$ cat config.mk
export PLATFORM = sky130hd
export DESIGN_NAME = pwrseq_host_flat
export DESIGN_NICKNAME = d
export VERILOG_FILES = /design/src/common/pwrseq_pkg.sv /design/src/common/pwrseq_if.sv /design/src/design/pwrseq_host.sv /design/src/flat_wrapper.sv
export SDC_FILE = /design/constraint.sdc
export NUM_CORES = 1
export LEC_CHECK = 0
export BUFFER_PORTS_ARGS = -buffer_cell sky130_fd_sc_hd__buf_2
export CAP_MARGIN = 0
export CORE_ASPECT_RATIO = 0.75
export CORE_UTILIZATION = 35
export DETAILED_ROUTE_END_ITERATION = 10
export GPL_ROUTABILITY_DRIVEN = 0
export GPL_TIMING_DRIVEN = 0
export SLEW_MARGIN = 25
export SYNTH_ARGS = -nofsm -noshare
export SYNTH_HDL_FRONTEND = slang
export SYNTH_SLANG_ARGS = --single-unit
$ cat constraint.sdc
create_clock -name mclk -period 3.5 [get_ports mclk]
set_input_delay 1.05 -clock mclk [delete_from_list [all_inputs] [get_ports mclk]]
set_output_delay 1.05 -clock mclk [all_outputs]
set_load 0.02 [all_outputs]
$ cat src/common/pwrseq_pkg.sv
// Purpose: shared constants for the power sequence and scroll control link
// Assumes: 200 MHz mclk, command bytes carried with the data/command line low
// Notes:   times are kept in their printed units, cycle counts derived
package pwrseq_pkg;

  localparam int unsigned clk_mhz = 200;

  // command bytes
  localparam logic [7:0] cmd_scroll_right = 8'h26;
  localparam logic [7:0] cmd_scroll_left  = 8'h27;
  localparam logic [7:0] cmd_scroll_stop  = 8'h2e;
  localparam logic [7:0] cmd_scroll_start = 8'h2f;
  localparam logic [7:0] cmd_sleep_out    = 8'h11;
  localparam logic [7:0] cmd_display_off  = 8'hae;
  localparam logic [7:0] cmd_display_on   = 8'haf;
  localparam logic [7:0] cmd_lock         = 8'hfd;

  // a lock command carries one data byte; bit 2 locks
  localparam int unsigned lock_bit = 2;

  // timing figures, printed units
  localparam int unsigned vdd_settle_ms          = 1;
  localparam int unsigned reset_pulse_time_us    = 2;
  localparam int unsigned reset_to_panel_us      = 2;
  localparam int unsigned drive_enable_delay_ms  = 200;
  localparam int unsigned supply_off_delay_ms    = 80;

  // derived cycle counts; all minimums, exact multiples of the period
  localparam int unsigned vdd_settle_cyc     = vdd_settle_ms * clk_mhz * 1000;
  localparam int unsigned reset_pulse_cyc    = reset_pulse_time_us * clk_mhz;
  localparam int unsigned reset_to_panel_cyc = reset_to_panel_us * clk_mhz;
  localparam int unsigned drive_enable_cyc   =
    drive_enable_delay_ms * clk_mhz * 1000;
  localparam int unsigned supply_off_cyc     =
    supply_off_delay_ms * clk_mhz * 1000;

  // column counter width for the scroll offset
  localparam int unsigned col_w = 7;
  // mclk cycles between two scroll steps (plain default)
  localparam int unsigned scroll_step_cyc = 16;

  localparam logic [31:0] cnt_zero = 32'h0;

endpackage : pwrseq_pkg

$ cat src/common/pwrseq_if.sv
// Purpose: pins between host sequencer and display driver
// Assumes: single clock, all pins sampled synchronously
// Notes:   supplies are modelled as enable levels
`timescale 1ns/1ps
interface pwrseq_if;
  logic       logic_supply;      // logic supply enable
  logic       interface_supply;  // interface supply enable
  logic       core_input_supply; // panel supply enable
  logic       reset_n_pin;       // active-low reset
  logic       cmd_valid;         // one-cycle byte strobe
  logic       dc;                // 0 = command, 1 = data
  logic [7:0] data;              // byte

  modport host (
    output logic_supply, interface_supply, core_input_supply,
    output reset_n_pin, cmd_valid, dc, data
  );
  modport device (
    input logic_supply, interface_supply, core_input_supply,
    input reset_n_pin, cmd_valid, dc, data
  );
endinterface : pwrseq_if

$ cat src/design/pwrseq_host.sv
// Purpose: host sequencer: power up, reset, sleep-out, scroll, power down
// Assumes: start/stop requests are pulses; one byte per cycle at most
// Notes:   every wait is a minimum counted on mclk, so none falls short
//
// Overview of operation
// - stop command halts configured scrolling
// - host rewrites memory after scroll stop; this host only raises rewrite_needed for it
// - start command scrolls per latest setup
// - start only right after a setup
// - wait 1 ms before reset low
// - reset low at least 2 us
// - panel supply 2 us after reset low
// - registers default by reset end
// - sleep-out after panel supply; drivers 200 ms
// - display off before panel supply off
// - wait 80 ms before logic supply off
// - never drop logic before panel supply
// - setup picks scroll direction, one column
// - display off sleeps, on runs
// - lock blocks all but lock command
`timescale 1ns/1ps
module pwrseq_host #(
  parameter int unsigned vdd_settle_cyc = pwrseq_pkg::vdd_settle_cyc,
  parameter int unsigned supply_off_cyc = pwrseq_pkg::supply_off_cyc
) (
  pwrseq_if.host     link,
  input  wire logic  mclk,
  input  wire logic  sys_rst,
  input  wire logic  power_up_req,
  input  wire logic  power_down_req,
  input  wire logic  scroll_req,
  input  wire logic  scroll_dir_left,
  input  wire logic  scroll_stop_req,
  output logic       ready,
  output logic       rewrite_needed
);

  // one state per sequence step; off takes power-up, run takes the other requests
  typedef enum {
    st_off, st_settle, st_rst_low, st_panel_wait, st_rst_hold,
    st_wake, st_on_cmd, st_run, st_scroll_start, st_disp_off,
    st_panel_off, st_off_wait
  } host_state_e;

  host_state_e state_r;
  logic [31:0] cnt_r;

  // step events, decoded once and shared by the update blocks
  logic        up_go;        // power-up request taken
  logic        settle_done;  // logic supply has settled
  logic        panel_due;    // reset low long enough for panel supply
  logic        hold_done;    // reset pulse long enough to release
  logic        down_go;      // power-down request taken
  logic        stop_go;      // scroll stop request taken
  logic        scroll_go;    // scroll setup request taken
  logic        off_done;     // panel supply off long enough

  // timed events; each wait ends on its last whole cycle
  assign up_go       = (state_r == st_off) && power_up_req;
  assign settle_done = (state_r == st_settle) &&
                       (cnt_r == 32'(vdd_settle_cyc - 1));
  assign panel_due   = (state_r == st_rst_low) &&
                       (cnt_r == 32'(pwrseq_pkg::reset_to_panel_cyc - 1));
  assign hold_done   = (state_r == st_rst_hold) &&
                       (cnt_r >= 32'(pwrseq_pkg::reset_pulse_cyc - 1));
  assign off_done    = (state_r == st_panel_off) &&
                       (cnt_r == 32'(supply_off_cyc - 1));

  // requests count only in run; power-down outranks scroll stop,
  // which outranks scroll setup
  assign down_go     = (state_r == st_run) && power_down_req;
  assign stop_go     = (state_r == st_run) && !power_down_req &&
                       scroll_stop_req;
  assign scroll_go   = (state_r == st_run) && !power_down_req &&
                       !scroll_stop_req && scroll_req;

  // sequence steps; timed steps leave on their counter events,
  // so a slow request never shortens a wait
  always_ff @(posedge mclk) begin
    if (sys_rst) begin
      state_r <= st_off;
    end else begin
      unique case (state_r)
        st_off:          if (up_go) state_r <= st_settle;
        st_settle:       if (settle_done) state_r <= st_rst_low;
        st_rst_low:      if (panel_due) state_r <= st_rst_hold;
        st_rst_hold:     if (hold_done) state_r <= st_panel_wait;
        st_panel_wait:   state_r <= st_wake;
        st_wake:         state_r <= st_on_cmd;
        st_on_cmd:       state_r <= st_run;
        st_run: begin
          if (down_go) begin
            state_r <= st_disp_off;
          end else if (scroll_go) begin
            state_r <= st_scroll_start;
          end
        end
        st_scroll_start: state_r <= st_run;
        st_disp_off:     state_r <= st_panel_off;
        st_panel_off:    if (off_done) state_r <= st_off_wait;
        st_off_wait:     state_r <= st_off;
      endcase
    end
  end

  // one free counter serves every wait; restarted as each wait begins,
  // which costs nothing: only the panel and pulse waits overlap, both timed from reset low
  always_ff @(posedge mclk) begin
    if (sys_rst || up_go || settle_done || state_r == st_disp_off) begin
      cnt_r <= pwrseq_pkg::cnt_zero;
    end else begin
      cnt_r <= cnt_r + 32'h1;  // waits are whole cycles, never short
    end
  end

  // supply enables; panel supply only inside the logic supply window
  always_ff @(posedge mclk) begin
    if (sys_rst) begin
      link.logic_supply      <= 1'b0;
      link.interface_supply  <= 1'b0;
      link.core_input_supply <= 1'b0;
    end else begin
      if (up_go) begin
        link.logic_supply     <= 1'b1;
        link.interface_supply <= 1'b1;
      end else if (off_done) begin
        link.logic_supply     <= 1'b0;
        link.interface_supply <= 1'b0;
      end

      // panel supply follows the reset pin and the display-off byte
      if (panel_due) begin
        link.core_input_supply <= 1'b1;
      end else if (state_r == st_disp_off) begin
        link.core_input_supply <= 1'b0;  // panel off after display off
      end
    end
  end

  // reset pin: lowered after the settle wait, raised after the pulse;
  // the panel supply comes up while it is still low
  always_ff @(posedge mclk) begin
    if (sys_rst) begin
      link.reset_n_pin <= 1'b1;
    end else if (settle_done) begin
      link.reset_n_pin <= 1'b0;
    end else if (hold_done) begin
      link.reset_n_pin <= 1'b1;
    end
  end

  // command bytes, one per cycle; data holds its last byte when idle
  always_ff @(posedge mclk) begin
    if (sys_rst) begin
      link.cmd_valid <= 1'b0;
      link.dc        <= 1'b1;
      link.data      <= 8'h00;
    end else begin
      link.cmd_valid <= 1'b0;
      link.dc        <= 1'b0;  // command bytes only
      // sequence steps first; requests only arrive in run
      if (state_r == st_panel_wait) begin
        link.cmd_valid <= 1'b1;  // sleep-out once panel is up
        link.data      <= pwrseq_pkg::cmd_sleep_out;
      end else if (state_r == st_wake) begin
        link.cmd_valid <= 1'b1;
        link.data      <= pwrseq_pkg::cmd_display_on;
      end else if (state_r == st_scroll_start) begin
        link.cmd_valid <= 1'b1;  // start directly after setup
        link.data      <= pwrseq_pkg::cmd_scroll_start;
      end else if (down_go) begin
        link.cmd_valid <= 1'b1;
        link.data      <= pwrseq_pkg::cmd_display_off;
      end else if (stop_go) begin
        link.cmd_valid <= 1'b1;
        link.data      <= pwrseq_pkg::cmd_scroll_stop;
      end else if (scroll_go) begin
        link.cmd_valid <= 1'b1;
        link.data      <= scroll_dir_left ?
                          pwrseq_pkg::cmd_scroll_left :
                          pwrseq_pkg::cmd_scroll_right;
      end
    end
  end

  // ready only in run; dropped while a setup and start pair goes out,
  // so no request can split the pair
  always_ff @(posedge mclk) begin
    if (sys_rst) begin
      ready <= 1'b0;
    end else if (state_r == st_on_cmd || state_r == st_scroll_start) begin
      ready <= 1'b1;
    end else if (down_go || scroll_go) begin
      ready <= 1'b0;
    end
  end

  // memory contents are lost once scrolling stops
  always_ff @(posedge mclk) begin
    if (sys_rst) begin
      rewrite_needed <= 1'b0;
    end else if (stop_go) begin
      rewrite_needed <= 1'b1;  // memory must be redrawn
    end else if (scroll_go) begin
      rewrite_needed <= 1'b0;
    end
  end

endmodule : pwrseq_host

$ cat src/flat_wrapper.sv
// flat-port wrapper written by rule: the top's interface ports become plain ports
module pwrseq_host_flat 
#(
  parameter int unsigned vdd_settle_cyc = pwrseq_pkg::vdd_settle_cyc,
  parameter int unsigned supply_off_cyc = pwrseq_pkg::supply_off_cyc
)
  (mclk, sys_rst, power_up_req, power_down_req, scroll_req, scroll_dir_left, scroll_stop_req, ready, rewrite_needed, link_logic_supply, link_interface_supply, link_core_input_supply, link_reset_n_pin, link_cmd_valid, link_dc, link_data);
  pwrseq_if link_i ();
  input  wire logic mclk;
  input  wire logic sys_rst;
  input  wire logic power_up_req;
  input  wire logic power_down_req;
  input  wire logic scroll_req;
  input  wire logic scroll_dir_left;
  input  wire logic scroll_stop_req;
  output logic ready;
  output logic rewrite_needed;
  output wire logic [$bits(link_i.logic_supply)-1:0] link_logic_supply;
  output wire logic [$bits(link_i.interface_supply)-1:0] link_interface_supply;
  output wire logic [$bits(link_i.core_input_supply)-1:0] link_core_input_supply;
  output wire logic [$bits(link_i.reset_n_pin)-1:0] link_reset_n_pin;
  output wire logic [$bits(link_i.cmd_valid)-1:0] link_cmd_valid;
  output wire logic [$bits(link_i.dc)-1:0] link_dc;
  output wire logic [$bits(link_i.data)-1:0] link_data;
  assign link_logic_supply = link_i.logic_supply;
  assign link_interface_supply = link_i.interface_supply;
  assign link_core_input_supply = link_i.core_input_supply;
  assign link_reset_n_pin = link_i.reset_n_pin;
  assign link_cmd_valid = link_i.cmd_valid;
  assign link_dc = link_i.dc;
  assign link_data = link_i.data;
  pwrseq_host #(.vdd_settle_cyc(vdd_settle_cyc), .supply_off_cyc(supply_off_cyc)) u_core (.link(link_i), .mclk(mclk), .sys_rst(sys_rst), .power_up_req(power_up_req), .power_down_req(power_down_req), .scroll_req(scroll_req), .scroll_dir_left(scroll_dir_left), .scroll_stop_req(scroll_stop_req), .ready(ready), .rewrite_needed(rewrite_needed));
endmodule
Yosys cells after proc, flatten, opt, wreduce, memory -nomap -nowiden
Cells that the tools add are included.

Bits in registers: 79. Input bits: 7. Memories kept: 0. Bits in writable memories: 0. Output and inout port bits: 16. Memory bits (read-only): 0. Bits in latches: 0. Word-level logic and storage cells: 106.

Equal/unequal tests: 30. Bitwise gates (word level): 0. $lt $le $gt $ge: 1. Multiply operators: 0. Div/mod/pow operators: 0. Multiplexer cells: 32. $add $sub $neg: 1. Shift-type cells: 0. Reduce and logical (&&, ||, !) cells: 30.

Operators with widths (count): $pmux W32 S11 (1); $eq A32 B4 Y1 const B (8); $mux W32 (7); $eq A32 B3 Y1 const B (6); $eq A32 B2 Y1 const B (3); $eq A32 B5 Y1 const B (3); $logic_not A32 Y1 (2); $mux W8 (5); $add A32 B1 Y32 const B (1); $eq A32 B1 Y1 const B (1); $eq A32 B18 Y1 const B (1); $eq A32 B24 Y1 const B (1); $eq A32 B9 Y1 const B (1); $ge A32 B9 Y1 const B (1); $mux W1 (18); $logic_and A1 B1 Y1 (10); $ne A2 B1 Y1 const B (5); $reduce_bool A2 Y1 (5); $reduce_and A6 Y1 (1); $reduce_bool A6 Y1 (1); $reduce_or A6 Y1 (1); $logic_or A1 B1 Y1 (5); $mux W5 (1); $reduce_bool A5 Y1 (1); other kinds (3) (5).

Longest topological paths before layout
Depth after elaboration: 10. Mapped depth: 10. Gate-level depth less buffers: 7.

Worst setup path after synthesis
Ideal clock, no wire load.

Kind: flip-flop to flip-flop. Start: reg u_core.cnt_r[25]. End: reg u_core.state_r[2]. Path slack: 1057 ps. Required time: 3370 ps. Stages on the path, launching flop included: 7. Library setup time: 130 ps. Path buffers: 0. Arrival time: 2313 ps. Period minus slack after synthesis: 2443 ps. Cell sequence: dfxtp_1 -> or4_4 -> or4_4 -> or3_4 -> a211oi_4 -> o221a_2 -> nor3_2.

Longest elaborated chain between the ends: 4. Elaborated cells between the ends (all ways): 13. Those cells by class: order compare (1); eq/ne (7); reduce/logical (5).

Ends and longest elaborated chain: start: declaration (line pwrseq_host.sv:46) `logic [31:0] cnt_r;`; start signal: assignment (line pwrseq_host.sv:110) `cnt_r <= pwrseq_pkg::cnt_zero;`; start signal: assignment (line pwrseq_host.sv:112) `cnt_r <= cnt_r + 32'h1;`; $ge A32 B9 Y1, or another cell as far along (line pwrseq_host.sv:65) `(cnt_r >= 32'(pwrseq_pkg::reset_pulse_cyc - 1));`; $logic_and A1 B1 Y1, on equally long branches; $ne A2 B1 Y1 (no line); $reduce_and A6 Y1 (no line) (*); end signal: assignment (line pwrseq_host.sv:81) `state_r <= st_off;`; end signal: assignment (line pwrseq_host.sv:84) `st_off: if (up_go) state_r <= st_settle;`; end signal: assignment (line pwrseq_host.sv:85) `st_settle: if (settle_done) state_r <= st_rst_low;`; end: declaration (line pwrseq_host.sv:45) `host_state_e state_r;`.

Every way passes the cells marked *; elsewhere a longest branch is shown, timed or not. A chain may end at the register's enable or synchronous reset.

Worst setup path in the final report
Ends and elaborated chain as after synthesis.

==> run summary <==
status -> finished, violations left
failing checks -> DRC
Clock Skews -> 0.00672 ns
Slew headroom -> 0.355
xor and xnor area share after synthesis -> 0.105
pin count of the biggest net entering global routing -> 17
final WL -> 5280 um
IO Count -> 23
Clock transition at path regs -> 0.10 ns
die area -> 0.00722 mm2
core area -> 0.00647 mm2
DRC errors left -> 2
synth unique cells -> 54
Worst Hold Class -> reg2reg
Critical Path AT -> 2.80 ns
Tmin final -> 2.62 ns
hold depth -> 1
P_leak -> 0.989 nW
sequential area share after synthesis -> 0.399
CP endpoint kind -> flip-flop
power per cell area -> 536 mW/mm2
# H-tree levels -> 2
ratio of cells with drive above 1 in the final layout -> 0.167
Simple-Gate Fraction of Synth Area -> 0.317
CTS buffer count -> 5
warnings from Yosys -> 0
FF+latch count, synth -> 48
reg2reg start -> u_core.cnt_r[25]
Max Fclk -> 382 MHz
CTS root buf -> clkbuf_8
Pre-Repair DR Iteration Count -> 7
metal2 WL -> 2080 um
Post-synth EDFFs -> 0
CP required -> 3.69 ns
Multi-input gate area -> 0.00135 mm2
Die W -> 97.8 um
die height -> 73.8 um
Post-Layout Cell Count -> 399
final net count -> 325
crit start category -> flip-flop
# hold bufs at CTS -> 0
first-pass GRT wire length -> 8850 um
vias per inst -> 5.23
main combinational cell family by area after synthesis -> simple AND/OR/NAND/NOR gates
CTS max path bufs -> 2
endpoints failing hold -> 0
Total GRT Usage -> 0.156
mapped cell area -> 0.00241 mm2
mux cell area share after synthesis -> 0.00831
area grow syn2layout -> 13.4%
r2r worst-path depth -> 6
r2r endpoint -> u_core.state_r[2]
ANT cells -> 0
final setup vio count -> 0
Setup CP Type -> reg2reg
placed insts -> 391
Rows -> 25
setup total negative slack -> 0 ns
Post-synth ARST share -> 0
Synth Instances -> 289
fillers -> 678
DR WL/cell -> 13.2 um
top cell type's share of synthesized area -> 0.399
Routed Antenna Nets -> 0
initial antenna violation count -> 0
main area contributors after synthesis -> dfxtp_1 (40%), nor2_1 (6.9%), xor2_1 (5.5%)
Reg area -> 961 um2
ys flop type -> dfxtp_1
Worst IR Drop VDD -> 235 uV
met3 routed WL -> 306 um
Synth area leader -> dfxtp_1
CTS Sinks -> 48
Max-Cap Viols -> 0
Slew Viols, Final -> 0
WL met1 -> 2870 um
port bufs -> 21
Syn Area/Cell -> 8.33 um2
hold endpoint -> u_core.cnt_r[0]
Post-CTS Resized -> 0
Initial Utilization -> 0.372
total gr overflow -> 0
FF-to-FF setup slack -> 0.88 ns
clk_lat worst skew -> 0.31 ns
syn_nets -> 297
CTS tree -> built
DP Wirelength -> 3890 um
total number of vias -> 2087
DR iter-0 viols -> 107
HP Start -> u_core.cnt_r[0]
crit path max fanout -> 5
postcts setup bufs -> 0
worst slew pin tran -> 0.958 ns
post-synthesis compound-gate area fraction -> 0.123
WHS -> 0.444 ns
RSZ-0062 raised after global routing -> false
highest routing layer actually used -> met4
vias in the first global route -> 1825
Final period util -> 0.747
adder-cell share of the synthesized area -> 0.00519
## sequential cells by signal, summed over array words and instances (netlist names)
name	flops
u_core.link.cmd_valid	1
u_core.rewrite_needed	1
u_core.cnt_r	32
u_core.link.dc	1
u_core.link.data	5
u_core.link.reset_n_pin	1
u_core.link.logic_supply	1
u_core.state_r	4
u_core.link.core_input_supply	1
u_core.ready	1
## routing by layer
layer  vias to the layer above  GRT usage
met3                         4     0.0457
met1                       967      0.239
met2                        49      0.214
met4                         0     0.0253
li1                       1067          -
met5                         -          0
## cell families after synthesis
family          Yosys count
compound gates           43
xor+xnor                 29
fa+ha+maj                 1
buf+inv                  22
flops                    48
mux                       2
other cells               1
simple gates            143
## layout by cell type (no fill, tap or decap), types with 3 or more instances in the layout
| cell type | n |
|---|---|
| dfxtp_1 | 48 |
| nor2_1 | 44 |
| buf_2 | 21 |
| nand2_1 | 20 |
| xor2_1 | 15 |
| xnor2_1 | 14 |
| clkbuf_1 | 12 |
| nand3_1 | 11 |
| o21ai_0 | 11 |
| a21oi_1 | 10 |
| nor3_1 | 10 |
| nand4_1 | 9 |
| inv_1 | 6 |
| and3_1 | 5 |
| or3_1 | 5 |
| nor2b_1 | 5 |
| clkbuf_8 | 5 |
| or4_1 | 4 |
| or2_2 | 4 |
| or4_4 | 4 |
| nor4_1 | 4 |
| buf_4 | 4 |
| and2_1 | 3 |
| nand2b_1 | 3 |
## worst max-delay path, stage by stage (launching register included)
cell	delay [ns]
dfxtp_1	0.35
or4_4	0.55
or4_4	0.58
or3_4	0.40
a211oi_4	0.33
o221a_2	0.25
nor3_2	0.03
## cell usage after synthesis (all sizes together), types with 7 or more instances
cell    number
nand2       21
nand3       11
xnor2       14
nor2        44
xor2        15
nor3        11
clkbuf      12
or4          8
dfxtp       48
or3          7
nand4        9
a21oi       10
o21ai       12
## final cells by class
class,instances,area share
multi-input combinational,219,0.494
sequential,48,0.352
timing repair buffer,21,0.0385
tap,81,0.0371
buffer,16,0.0275
clock buffer,5,0.0252
clock inverter,3,0.0170
inverter,6,0.00825
## worst max path at each step
stage / start / to / cells past startpoint
finish: u_core.cnt_r[25] / u_core.state_r[2] / 6
global route: u_core.cnt_r[0] / u_core.cnt_r[30] / 8
CTS: u_core.cnt_r[18] / u_core.cnt_r[18] / 8
detailed placement: power_down_req / u_core.link.data[0] / 7
global placement: power_down_req / u_core.link.data[0] / 7
floorplan: u_core.cnt_r[25] / u_core.state_r[2] / 6
## metrics by stage
step	power, mW	utilization	worst slack, ns	cell area (um2)
finish	1.46	0.422	0.885	2730
global route	1.54	0.422	0.647	2730
CTS	1.47	0.422	0.872	2730
detailed placement	1.05	0.404	0.639	2620
global placement	1.04	0.404	0.655	2620
floorplan	0.944	-	1.06	2410
## where the power goes
| part | total (mW) | leakage (nW) | switching [mW] | internal, mW |
|---|---|---|---|---|
| clock network | 0.420 | 0.0548 | 0.205 | 0.216 |
| registers | 0.612 | 0.388 | 0.0285 | 0.584 |
| logic | 0.430 | 0.546 | 0.270 | 0.160 |
| total | 1.46 | 0.989 | 0.504 | 0.959 |
Note: power is estimated with default switching activity, not from simulation.
